$ cat config.mk
export PLATFORM = sky130hd
export DESIGN_NAME = fbm_core
export DESIGN_NICKNAME = d
export VERILOG_FILES = /design/src/core/fbm_pkg.sv /design/src/core/fbm_map_if.sv /design/src/core/fbm_core.sv /design/src/core/fbm_ref_map.sv
export SDC_FILE = /design/constraint.sdc
export NUM_CORES = 1
export LEC_CHECK = 0
export ABC_AREA = 1
export BUFFER_PORTS_ARGS = -buffer_cell sky130_fd_sc_hd__buf_2
export CAP_MARGIN = 20
export CORE_UTILIZATION = 37
export CTS_BUF_LIST = sky130_fd_sc_hd__clkbuf_8
export DETAILED_ROUTE_END_ITERATION = 12
export HOLD_SLACK_MARGIN = 0.06
export REMOVE_ABC_BUFFERS = 1
export SYNTH_ARGS = -nofsm -noshare
export SYNTH_HDL_FRONTEND = slang
export SYNTH_SLANG_ARGS = --single-unit
$ cat constraint.sdc
create_clock -name mclk_i -period 3.43 [get_ports mclk_i]
set_clock_uncertainty 0.1 [all_clocks]
set_input_delay 0.5145 -clock mclk_i [delete_from_list [all_inputs] [get_ports mclk_i]]
set_output_delay 0.5145 -clock mclk_i [all_outputs]
set_load 0.1 [all_outputs]
$ cat src/core/fbm_pkg.sv
package fbm_pkg;

  // ----------------------------------------------------------------
  // function codes handled by the bit-access server
  // ----------------------------------------------------------------
  localparam logic [7:0] FC_RD_COIL  = 8'h01;
  localparam logic [7:0] FC_RD_DI    = 8'h02;
  localparam logic [7:0] FC_WR_COIL  = 8'h05;
  localparam logic [7:0] FC_WR_COILS = 8'h0f;
  localparam logic [7:0] FC_EXC_FLAG = 8'h80;

  // ----------------------------------------------------------------
  // exception codes
  // ----------------------------------------------------------------
  localparam logic [7:0] EXC_NONE = 8'h00;
  localparam logic [7:0] EXC_FUNC = 8'h01;
  localparam logic [7:0] EXC_ADDR = 8'h02;
  localparam logic [7:0] EXC_QTY  = 8'h03;
  localparam logic [7:0] EXC_FAIL = 8'h04;

  // one reference per transaction
  localparam logic [15:0] MAX_QTY = 16'h0001;

  // ----------------------------------------------------------------
  // reference space
  // ----------------------------------------------------------------
  localparam logic [15:0] COIL_FIRST   = 16'h0001;
  localparam logic [15:0] COIL_RELAY   = 16'h0021;
  localparam logic [15:0] DI_DIO       = 16'h0024;
  localparam logic [5:0]  IDX_RELAY    = 6'h20;
  localparam logic [5:0]  IDX_WORD_TOP = 6'h1f;
  localparam int          DIO_BIT      = 4;

  // bit n set: reference index n carries a function in that profile
  localparam logic [31:0] STD_COIL_MASK = 32'h0000_ffff;
  localparam logic [31:0] NAT_COIL_MASK = 32'h03d3_3bf3;
  localparam logic [31:0] STD_DI_MASK   = 32'h0000_7fff;
  localparam logic [31:0] NAT_DI_MASK   = 32'h07c1_f39b;

  // reset values
  localparam logic [31:0] CTL_WORD_RST   = 32'h0000_0000;
  localparam logic [15:0] RELAY_WORD_RST = 16'h0000;

  typedef enum logic {
    FBM_STD    = 1'b0,
    FBM_NATIVE = 1'b1
  } fbm_profile_t;

  typedef enum logic [1:0] {
    ST_IDLE  = 2'b01,
    ST_REPLY = 2'b10
  } fbm_state_t;

endpackage

$ cat src/core/fbm_map_if.sv
`timescale 1ns/1ps
`default_nettype none

interface fbm_map_if;
  import fbm_pkg::*;
  fbm_profile_t profile;
  logic         is_di;
  logic [15:0]  ref_addr;
  logic         hit;
  logic [5:0]   idx;

  modport core (output profile, output is_di, output ref_addr, input hit, input idx);
  modport map  (input profile, input is_di, input ref_addr, output hit, output idx);
endinterface

`default_nettype wire

$ cat src/core/fbm_core.sv
`timescale 1ns/1ps
`default_nettype none

// Function
// - unsupported function code answers with exception 01h.
// - address outside the accepted references answers with exception 02h.
// - quantity beyond what one transaction handles answers with exception 03h.
// - exception 03h never reports an out-of-range written value.
// - unrecoverable execution error answers 04h and records error details.
// - coils are read/write single bits, each one control-word bit.
// - coil numbers start at one and equal the wire address.
// - standard profile: coils 1-16 drive control-word bits; 17-32 reserved.
// - native profile: coils map to their listed control bits; others reserved.
// - coil 33 drives relay-output control word bit 0 in both profiles.
// - discrete inputs are read-only status bits; writes are not accepted.
// - standard profile: discrete inputs 0-14 report status bits; 15-31 reserved.
// - native profile: discrete inputs report their listed status bits.
// - discrete inputs 32-35 report delayed digital inputs one to four.
// - discrete input 36 reports bit 4 of bidirectional-pin delayed status.
// - a query finishing without error clears stored error information.
// - device failure captures failing function code and failed register.
module fbm_core (
  input  wire logic                  mclk_i,
  input  wire logic                  sys_rst_i,
  input  wire fbm_pkg::fbm_profile_t profile_i,
  input  wire logic                  query_valid_i,
  input  wire logic [7:0]            query_fc_i,
  input  wire logic [15:0]           query_addr_i,
  input  wire logic [15:0]           query_qty_i,
  input  wire logic                  wr_bit_i,
  input  wire logic                  exec_fail_i,
  input  wire logic [31:0]           status_word_i,
  input  wire logic [3:0]            di_delayed_i,
  input  wire logic [4:0]            dio_delayed_i,
  output logic                       reply_valid_o,
  output logic [7:0]                 reply_fc_o,
  output logic [7:0]                 reply_exc_o,
  output logic                       reply_bit_o,
  output logic [31:0]                ctl_word_o,
  output logic [15:0]                relay_word_o,
  output logic [7:0]                 err_fc_o,
  output logic [15:0]                err_reg_o
);
  import fbm_pkg::*;

  // ----------------------------------------------------------------
  // reference decode
  // ----------------------------------------------------------------
  fbm_map_if map_bus ();

  assign map_bus.profile  = profile_i;
  assign map_bus.is_di    = (query_fc_i == FC_RD_DI);
  assign map_bus.ref_addr = query_addr_i;

  fbm_ref_map u_map (
    .m (map_bus.map)
  );

  // ----------------------------------------------------------------
  // exception selection
  // ----------------------------------------------------------------
  fbm_state_t  state_reg;
  fbm_state_t  state_next;
  logic        fc_ok;
  logic        is_write;
  logic        qty_bad;
  logic [7:0]  exc_next;
  logic [36:0] coil_view;
  logic [36:0] di_view;
  logic        rd_bit;
  logic [4:0]  idx_lo;

  assign is_write = (query_fc_i == FC_WR_COIL) || (query_fc_i == FC_WR_COILS);
  // discrete inputs have no write function, so a write can never reach them
  assign fc_ok    = is_write || (query_fc_i == FC_RD_COIL)
                    || (query_fc_i == FC_RD_DI);
  // single coil write carries no quantity field
  assign qty_bad  = (query_fc_i != FC_WR_COIL)
                    && ((query_qty_i == 16'h0000) || (query_qty_i > MAX_QTY));
  assign idx_lo   = map_bus.idx[4:0];

  always_comb begin
    // order: function, quantity, address, then execution
    if (!fc_ok) begin
      exc_next = EXC_FUNC;
    end else if (qty_bad) begin
      exc_next = EXC_QTY;
    end else if (!map_bus.hit) begin
      exc_next = EXC_ADDR;
    end else if (exec_fail_i) begin
      exc_next = EXC_FAIL;
    end else begin
      exc_next = EXC_NONE;
    end
  end

  assign coil_view = {4'h0, relay_word_o[0], ctl_word_o};
  assign di_view   = {dio_delayed_i[DIO_BIT], di_delayed_i, status_word_i};
  assign rd_bit    = (query_fc_i == FC_RD_DI) ? di_view[map_bus.idx] : coil_view[map_bus.idx];

  // ----------------------------------------------------------------
  // reply sequencing
  // ----------------------------------------------------------------
  always_comb begin
    unique case (state_reg)
      ST_IDLE:  state_next = query_valid_i ? ST_REPLY : ST_IDLE;
      ST_REPLY: state_next = query_valid_i ? ST_REPLY : ST_IDLE;
      default:  state_next = ST_IDLE;
    endcase
  end

  always_ff @(posedge mclk_i) begin
    if (sys_rst_i) begin
      state_reg <= ST_IDLE;
    end else begin
      state_reg <= state_next;
    end
  end

  assign reply_valid_o = state_reg[1];

  always_ff @(posedge mclk_i) begin
    if (sys_rst_i) begin
      reply_fc_o  <= 8'h00;
      reply_exc_o <= EXC_NONE;
      reply_bit_o <= 1'b0;
    end else if (query_valid_i) begin
      reply_fc_o  <= (exc_next != EXC_NONE) ? (query_fc_i | FC_EXC_FLAG) : query_fc_i;
      reply_exc_o <= exc_next;
      reply_bit_o <= (exc_next == EXC_NONE) && !is_write && rd_bit;
    end
  end

  // ----------------------------------------------------------------
  // control and relay words
  // ----------------------------------------------------------------
  always_ff @(posedge mclk_i) begin
    if (sys_rst_i) begin
      ctl_word_o   <= CTL_WORD_RST;
      relay_word_o <= RELAY_WORD_RST;
    end else if (query_valid_i && is_write && exc_next == EXC_NONE) begin
      if (map_bus.idx == IDX_RELAY) begin
        relay_word_o[0] <= wr_bit_i;
      end else begin
        ctl_word_o[idx_lo] <= wr_bit_i;
      end
    end
  end

  // ----------------------------------------------------------------
  // error record
  // ----------------------------------------------------------------
  // other exceptions leave the record alone: it describes the last failure
  always_ff @(posedge mclk_i) begin
    if (sys_rst_i) begin
      err_fc_o  <= 8'h00;
      err_reg_o <= 16'h0000;
    end else if (query_valid_i && exc_next == EXC_FAIL) begin
      err_fc_o  <= query_fc_i;
      err_reg_o <= query_addr_i;
    end else if (query_valid_i && exc_next == EXC_NONE) begin
      err_fc_o  <= 8'h00;
      err_reg_o <= 16'h0000;
    end
  end
endmodule // fbm_core

`default_nettype wire

$ cat src/core/fbm_ref_map.sv
`timescale 1ns/1ps
`default_nettype none

module fbm_ref_map (
  fbm_map_if.map m
);
  import fbm_pkg::*;

  logic [31:0] mask;
  logic [15:0] word_idx;

  always_comb begin
    mask     = STD_COIL_MASK;
    word_idx = 16'h0000;
    m.hit    = 1'b0;
    m.idx    = 6'h00;
    if (m.is_di) begin
      mask     = (m.profile == FBM_NATIVE) ? NAT_DI_MASK : STD_DI_MASK;
      word_idx = m.ref_addr;
      // delayed digital inputs and the bidirectional pin, both profiles
      if (m.ref_addr >= 16'(IDX_RELAY) && m.ref_addr <= DI_DIO) begin
        m.hit = 1'b1;
        m.idx = m.ref_addr[5:0];
      end else if (m.ref_addr <= 16'(IDX_WORD_TOP)) begin
        m.hit = mask[word_idx[4:0]];
        m.idx = word_idx[5:0];
      end
    end else begin
      mask = (m.profile == FBM_NATIVE) ? NAT_COIL_MASK : STD_COIL_MASK;
      // wire address is the reference itself, coil n lands on bit n-1
      word_idx = m.ref_addr - COIL_FIRST;
      if (m.ref_addr == COIL_RELAY) begin
        m.hit = 1'b1;
        m.idx = IDX_RELAY;
      end else if (m.ref_addr >= COIL_FIRST && word_idx <= 16'(IDX_WORD_TOP)) begin
        m.hit = mask[word_idx[4:0]];
        m.idx = word_idx[5:0];
      end
    end
  end

endmodule // fbm_ref_map

`default_nettype wire

Yosys cells after proc, flatten, opt, wreduce, memory -nomap -nowiden
Index checks and enable logic that the tools add are counted.
{"block": "totals", "output_inout_bits": 90, "word_cells": 89, "in_bits": 87, "regBits": 76}
{"block": "classes", "eq_ne": 10, "n_reduce_logical": 23, "bitwise": 2, "magnitude_cmp": 11, "n_mux": 34, "addsub": 1}
{"op": "32-bit bitwise mux", "count": 1}
{"op": "16-bit by 5-bit <= comparator with 1-bit output (second input constant)", "count": 2}
{"op": "16-bit two-way mux", "count": 2}
{"op": "8-bit two-way mux", "count": 4}
{"op": "6-bit two-way mux", "count": 5}
{"op": "27-bit two-way mux", "count": 1}
{"op": "26-bit two-way mux", "count": 1}
{"op": "5-bit by 6-bit < comparator with 1-bit output (second input constant)", "count": 3}
{"op": "16-bit by 6-bit equality test with 1-bit output (second input constant)", "count": 1}
{"op": "8-bit by 3-bit equality test with 1-bit output (second input constant)", "count": 2}
{"op": "16-bit by 1-bit >= comparator with 1-bit output (second input constant)", "count": 1}
{"op": "16-bit by 6-bit >= comparator with 1-bit output (second input constant)", "count": 1}
{"op": "16-bit by 1-bit greater-than comparator with 1-bit output (second input constant)", "count": 1}
{"op": "16-bit by 6-bit <= comparator with 1-bit output (second input constant)", "count": 1}
{"op": "16-bit logical NOT", "count": 1}
{"op": "16-bit by 1-bit subtractor with 16-bit output (second input constant)", "count": 1}
{"op": "1-bit binary-select mux with 6-bit select", "count": 2}
{"op": "1-bit two-way mux", "count": 11}
{"op": "1-bit binary-select mux with 5-bit select", "count": 2}
{"op": "1-bit logical AND", "count": 10}
{"op": "3-bit two-way mux", "count": 3}
{"op": "8-bit by 1-bit equality test with 1-bit output (second input constant)", "count": 1}
{"op": "8-bit by 2-bit equality test with 1-bit output (second input constant)", "count": 1}
{"op": "8-bit by 4-bit equality test with 1-bit output (second input constant)", "count": 1}
{"op": "16 further kinds", "count": 22}

Logic depth before layout (Yosys ltp)
{"block": "logic_depth", "word_depth": 13, "mapped_depth": 27, "depth_no_buf": 25}

By module
From an unflattened synthesis, not the netlist that was laid out.
{"block": "unflattened", "cells_unflattened": 874, "area_unflattened_um2": 5003.5}
{"mod": "fbm_core", "area_per_inst_um2": 4236.6, "n_inst": 1, "seq_area_each_um2": 1421.4, "cells_per_inst": 711}
{"mod": "fbm_ref_map", "area_per_inst_um2": 767.0, "n_inst": 1, "seq_area_each_um2": 0.0, "cells_per_inst": 163}

Worst setup path before layout
No wires, ideal clock.
{"block": "synth_timing", "path_kind": "input port to flip-flop", "from": "input query_addr_i[0]", "to": "register ctl_word_o[13]", "cell_stages": 23, "setup_time_ns": 0.135, "arrival_time_ns": 2.740, "path_slack_ns": 0.455, "cell_sequence": "buf_2 -> inv_2 -> ha_1 -> nand2_1 -> nor2_2 -> nand2_1 -> nand2_1 -> nand2_1 -> nor2_1 -> nand3_1 -> nor2_2 -> nand3_2 -> o21bai_1 -> nand2_1 -> nand2_2 -> nor2_4 -> nand2_4 -> nor2_8 -> nand2_8 -> nor2_8 -> nand2_1 -> nor2_1 -> a211oi_1"}
{"block": "synth_between", "elab_chain_len": 12, "word_cells_on_any_way": 37, "classes_between": "add/sub (1); order compare (7); eq/ne (2); mux (20); bitwise (1); reduce/logical (6)"}
{"element": "start, declared", "line": "fbm_core.sv:28", "source": "input wire logic [15:0] query_addr_i,"}
{"element": "parallel branches: the longest is 12 deep, another holds 16-bit by 1-bit subtractor with 16-bit output"}
{"element": "end signal, assigned by index", "line": "fbm_core.sv:145", "source": "ctl_word_o[idx_lo] <= wr_bit_i;"}
{"element": "end, declared", "line": "fbm_core.sv:39", "source": "output logic [31:0] ctl_word_o,"}
Parallel ways; which one is timed is not known. The select of a mux whose other input is x is not followed.
A chain may end at the register's enable or synchronous reset.

Worst setup path after layout
{"block": "layout_timing", "from": "input query_addr_i[1]", "to": "register ctl_word_o[8]"}
Same word-level chain as after synthesis.

==> impl_metrics.csv <==
group,metric,value,unit
critical_path,endpoint_kind,"flip-flop",
finish,drive_gt1_share,25.7,%
synth,synthFlopType,"dfxtp_1",
synth,ys_top_cells_by_count,"195 x nand2_1, 134 x nor2_1, 97 x inv_1",
finish,fill_cells,1394,
clocking,clockRootBuffer,"clkbuf_8",
floorplanning,io_pins,177,
clocking,holdBufCountCts,0,
power_and_ir_drop,combPwrFrac,17.9,%
synth,avgSynthCellArea,6.32,um^2
sta,whs,302,ps
floorplanning,initial_core_util,38.1,%
place,dp_slack,20.4,ps
clocking,cts_tree,"yes",
finish,top_regs,"ctl_word_o (32), err_reg_o (16)",
power_and_ir_drop,power_frac_seq,43.1,%
sta,layout_min_cycle_time,3040,ps
routing,vias,5158,
clocking,clock_latency,390,ps
routing,first_iter_violations,313,
synth,synth_seq_cells,71,
power_and_ir_drop,p_leak,0.00317,uW
sta,rsz0062_at_grt,"false",
routing,wl_per_cell,12.5,um
synth,yosys.area.top_type,"dfxtp_1",
floorplanning,coreArea,12700,um^2
routing,drt_pass1_iterations,4,
finish,largest-register,"ctl_word_o",
clocking,clockBufferDepth,2,
clocking,path_clk_slew,80,ps
synth,synthesis.area,4830,um^2
critical_path,arrival,3220,ps
global_route,antenna_found_initial,0,
clocking,ctsResizeCount,0,
power_and_ir_drop,power.density,323,nW/um^2
sta,final.setup.tns,0,ps
finish,nNetsFinal,1017,
floorplanning,die_h,116,um
routing,avgViaCountPerCell,4.67,
power_and_ir_drop,p_sw_share,32.1,%
critical_path,start_kind,"primary input",
critical_path,worstPathRequired,3610,ps
clocking,htreeDepth,3,
clocking,post_cts_buffers,0,
sta,finalSetupViolations,0,
sta,timing.fmax,329,MHz
synth,synth_cell_type_count,44,
clocking,clock-sinks,71,
critical_path,path_class,"primary input to flip-flop",
sta,hold_viol,0,
synth,synth_warnings,0,
routing,antenna_left,0,
finish,antenna_cells,0,
sta,tightest_slew,774,ps
finish,seqCellArea,1420,um^2
global_route,grt_pass1_vias,4706,
floorplanning,rows,41,
synth,synth-edff-count,0,
clocking,cts_buffers,9,
place,place_inst,1089,
finish,finalInstanceArea,6010,um^2
routing,drc,0,
place,place_area,5800,um^2
finish,multiInputGateArea,2790,um^2
sta,finalMaxSlewViolations,0,
place,portBuffers,152,
global_route,track_usage,21.3,%
critical_path,path_max_fanout,6,
finish,area_growth,24.6,%
outcome,status,"complete, no violations",
floorplanning,die_area,13500,um^2
routing,wl,13800,um
global_route,grt_overflow,0,
synth,synth_area_leaders,"dfxtp_1 29%, nand2_1 15%, nor2_1 10%",
worst_hold_path,hold_path_class,"primary input to flip-flop",
power_and_ir_drop,switchingPower,622,uW
power_and_ir_drop,internal-power,1320,uW
power_and_ir_drop,vdd_drop_max,205,uV
synth,yosysMostFrequentCell,"nand2_1",
global_route,grt_max_degree,42,
power_and_ir_drop,clock_power_share,39.0,%
synth,synth-seq-area-share,29.5,%
synth,syn-instance-count,764,
sta,period_share,88.5,%
sta,slew_headroom,48.4,%
job,maxCapViolCount,0,
floorplanning,die_w,116,um
synth,async_flop_share,0,%
synth,synth_top_area_share,29.5,%
finish,largest_reg_flops,32,
finish,instances_no_fill,1105,
place,hpwl,10800,um
place,globalplace.congestion,0.843,
global_route,grt_pass1_wl,22400,um
sta,setup_ws,394,ps
## metrics by stage
| stage | total power (uW) | utilization (%) |
|---|---|---|
| floorplan | 1090 | - |
| global placement | 1200 | 45.8 |
| detailed placement | 1200 | 45.8 |
| CTS | 1950 | 47.4 |
| global route | 2020 | 47.4 |
| finish | 1940 | 47.4 |
## per-layer routing
layer  GRT usage, %  routed length [um]
met5              0                   0
met4           7.26                 229
met3           5.86                 909
met2           34.8                6090
met1           26.9                6570
## layout make-up
class | count | share of cell area (%)
multi-input cells | 560 | 46.5
inverters | 106 | 6.62
clock buffers | 9 | 2.06
well taps | 172 | 3.58
clock inverters | 7 | 1.48
repair buffers | 180 | 16.2
flip-flops and latches | 71 | 23.6
## cell usage in the layout (no fill, tap or decap), types with 6 or more instances in the layout
master	n
conb_1	20
a21oi_1	14
nand3b_1	15
a211oi_1	26
nand4_1	8
nand2_2	6
buf_2	152
nor2_1	134
o21ai_1	15
nand2_1	195
clkbuf_8	9
buf_4	28
a22oi_1	11
dfxtp_1	71
inv_2	9
nand3_1	45
nor2_2	7
o21ai_0	6
inv_1	99
nor2_4	8
## worst paths after layout
| kind | from | to | slack (ps) | cells past startpoint |
|---|---|---|---|---|
| max reg2reg | ctl_word_o[3]$_SDFFE_PP0P_ | reply_bit_o$_SDFFE_PP0P_ | 2010 | 10 |
| min reg2reg | err_reg_o[8]$_SDFFE_PP0P_ | err_reg_o[8]$_SDFFE_PP0P_ | 340 | 2 |
| max | query_addr_i[1] | ctl_word_o[8]$_SDFFE_PP0P_ | 390 | 22 |
| min | query_fc_i[0] | err_fc_o[0]$_SDFFE_PP0P_ | 300 | 3 |
## cell families after synthesis
family	synth area share [%]
AO/OA/AOI/OAI	12.0
XOR/XNOR	0.700
adder cells (fa/ha/maj)	0.518
buffers and inverters	14.2
flip-flops	29.5
other	0.0777
AND/OR/NAND/NOR	43.1
## critical path, stage by stage
cell	delay (ps)
buf_2	140
inv_1	80
ha_1	190
nand2_1	100
nor2_2	150
nand2_1	70
nand2_1	50
nand2_1	60
nor2_1	90
nand3_1	110
nor2_2	170
nand3_2	120
o21bai_1	160
nand2_1	130
nand2_2	100
nor2_4	150
nand2_4	90
nor2_8	130
nand2_8	120
nor2_8	160
nand2_1	90
a211oi_1	240
## power by group through the flow
stage | Clock [uW] | Combinational [uW] | Sequential (uW)
detailed placement | 0 | 345 | 855
global placement | 0 | 346 | 855
global route | 805 | 376 | 837
finish | 756 | 347 | 836
floorplan | 0 | 179 | 909
CTS | 772 | 346 | 836
No activity file was read; power rests on OpenSTA's default activity.
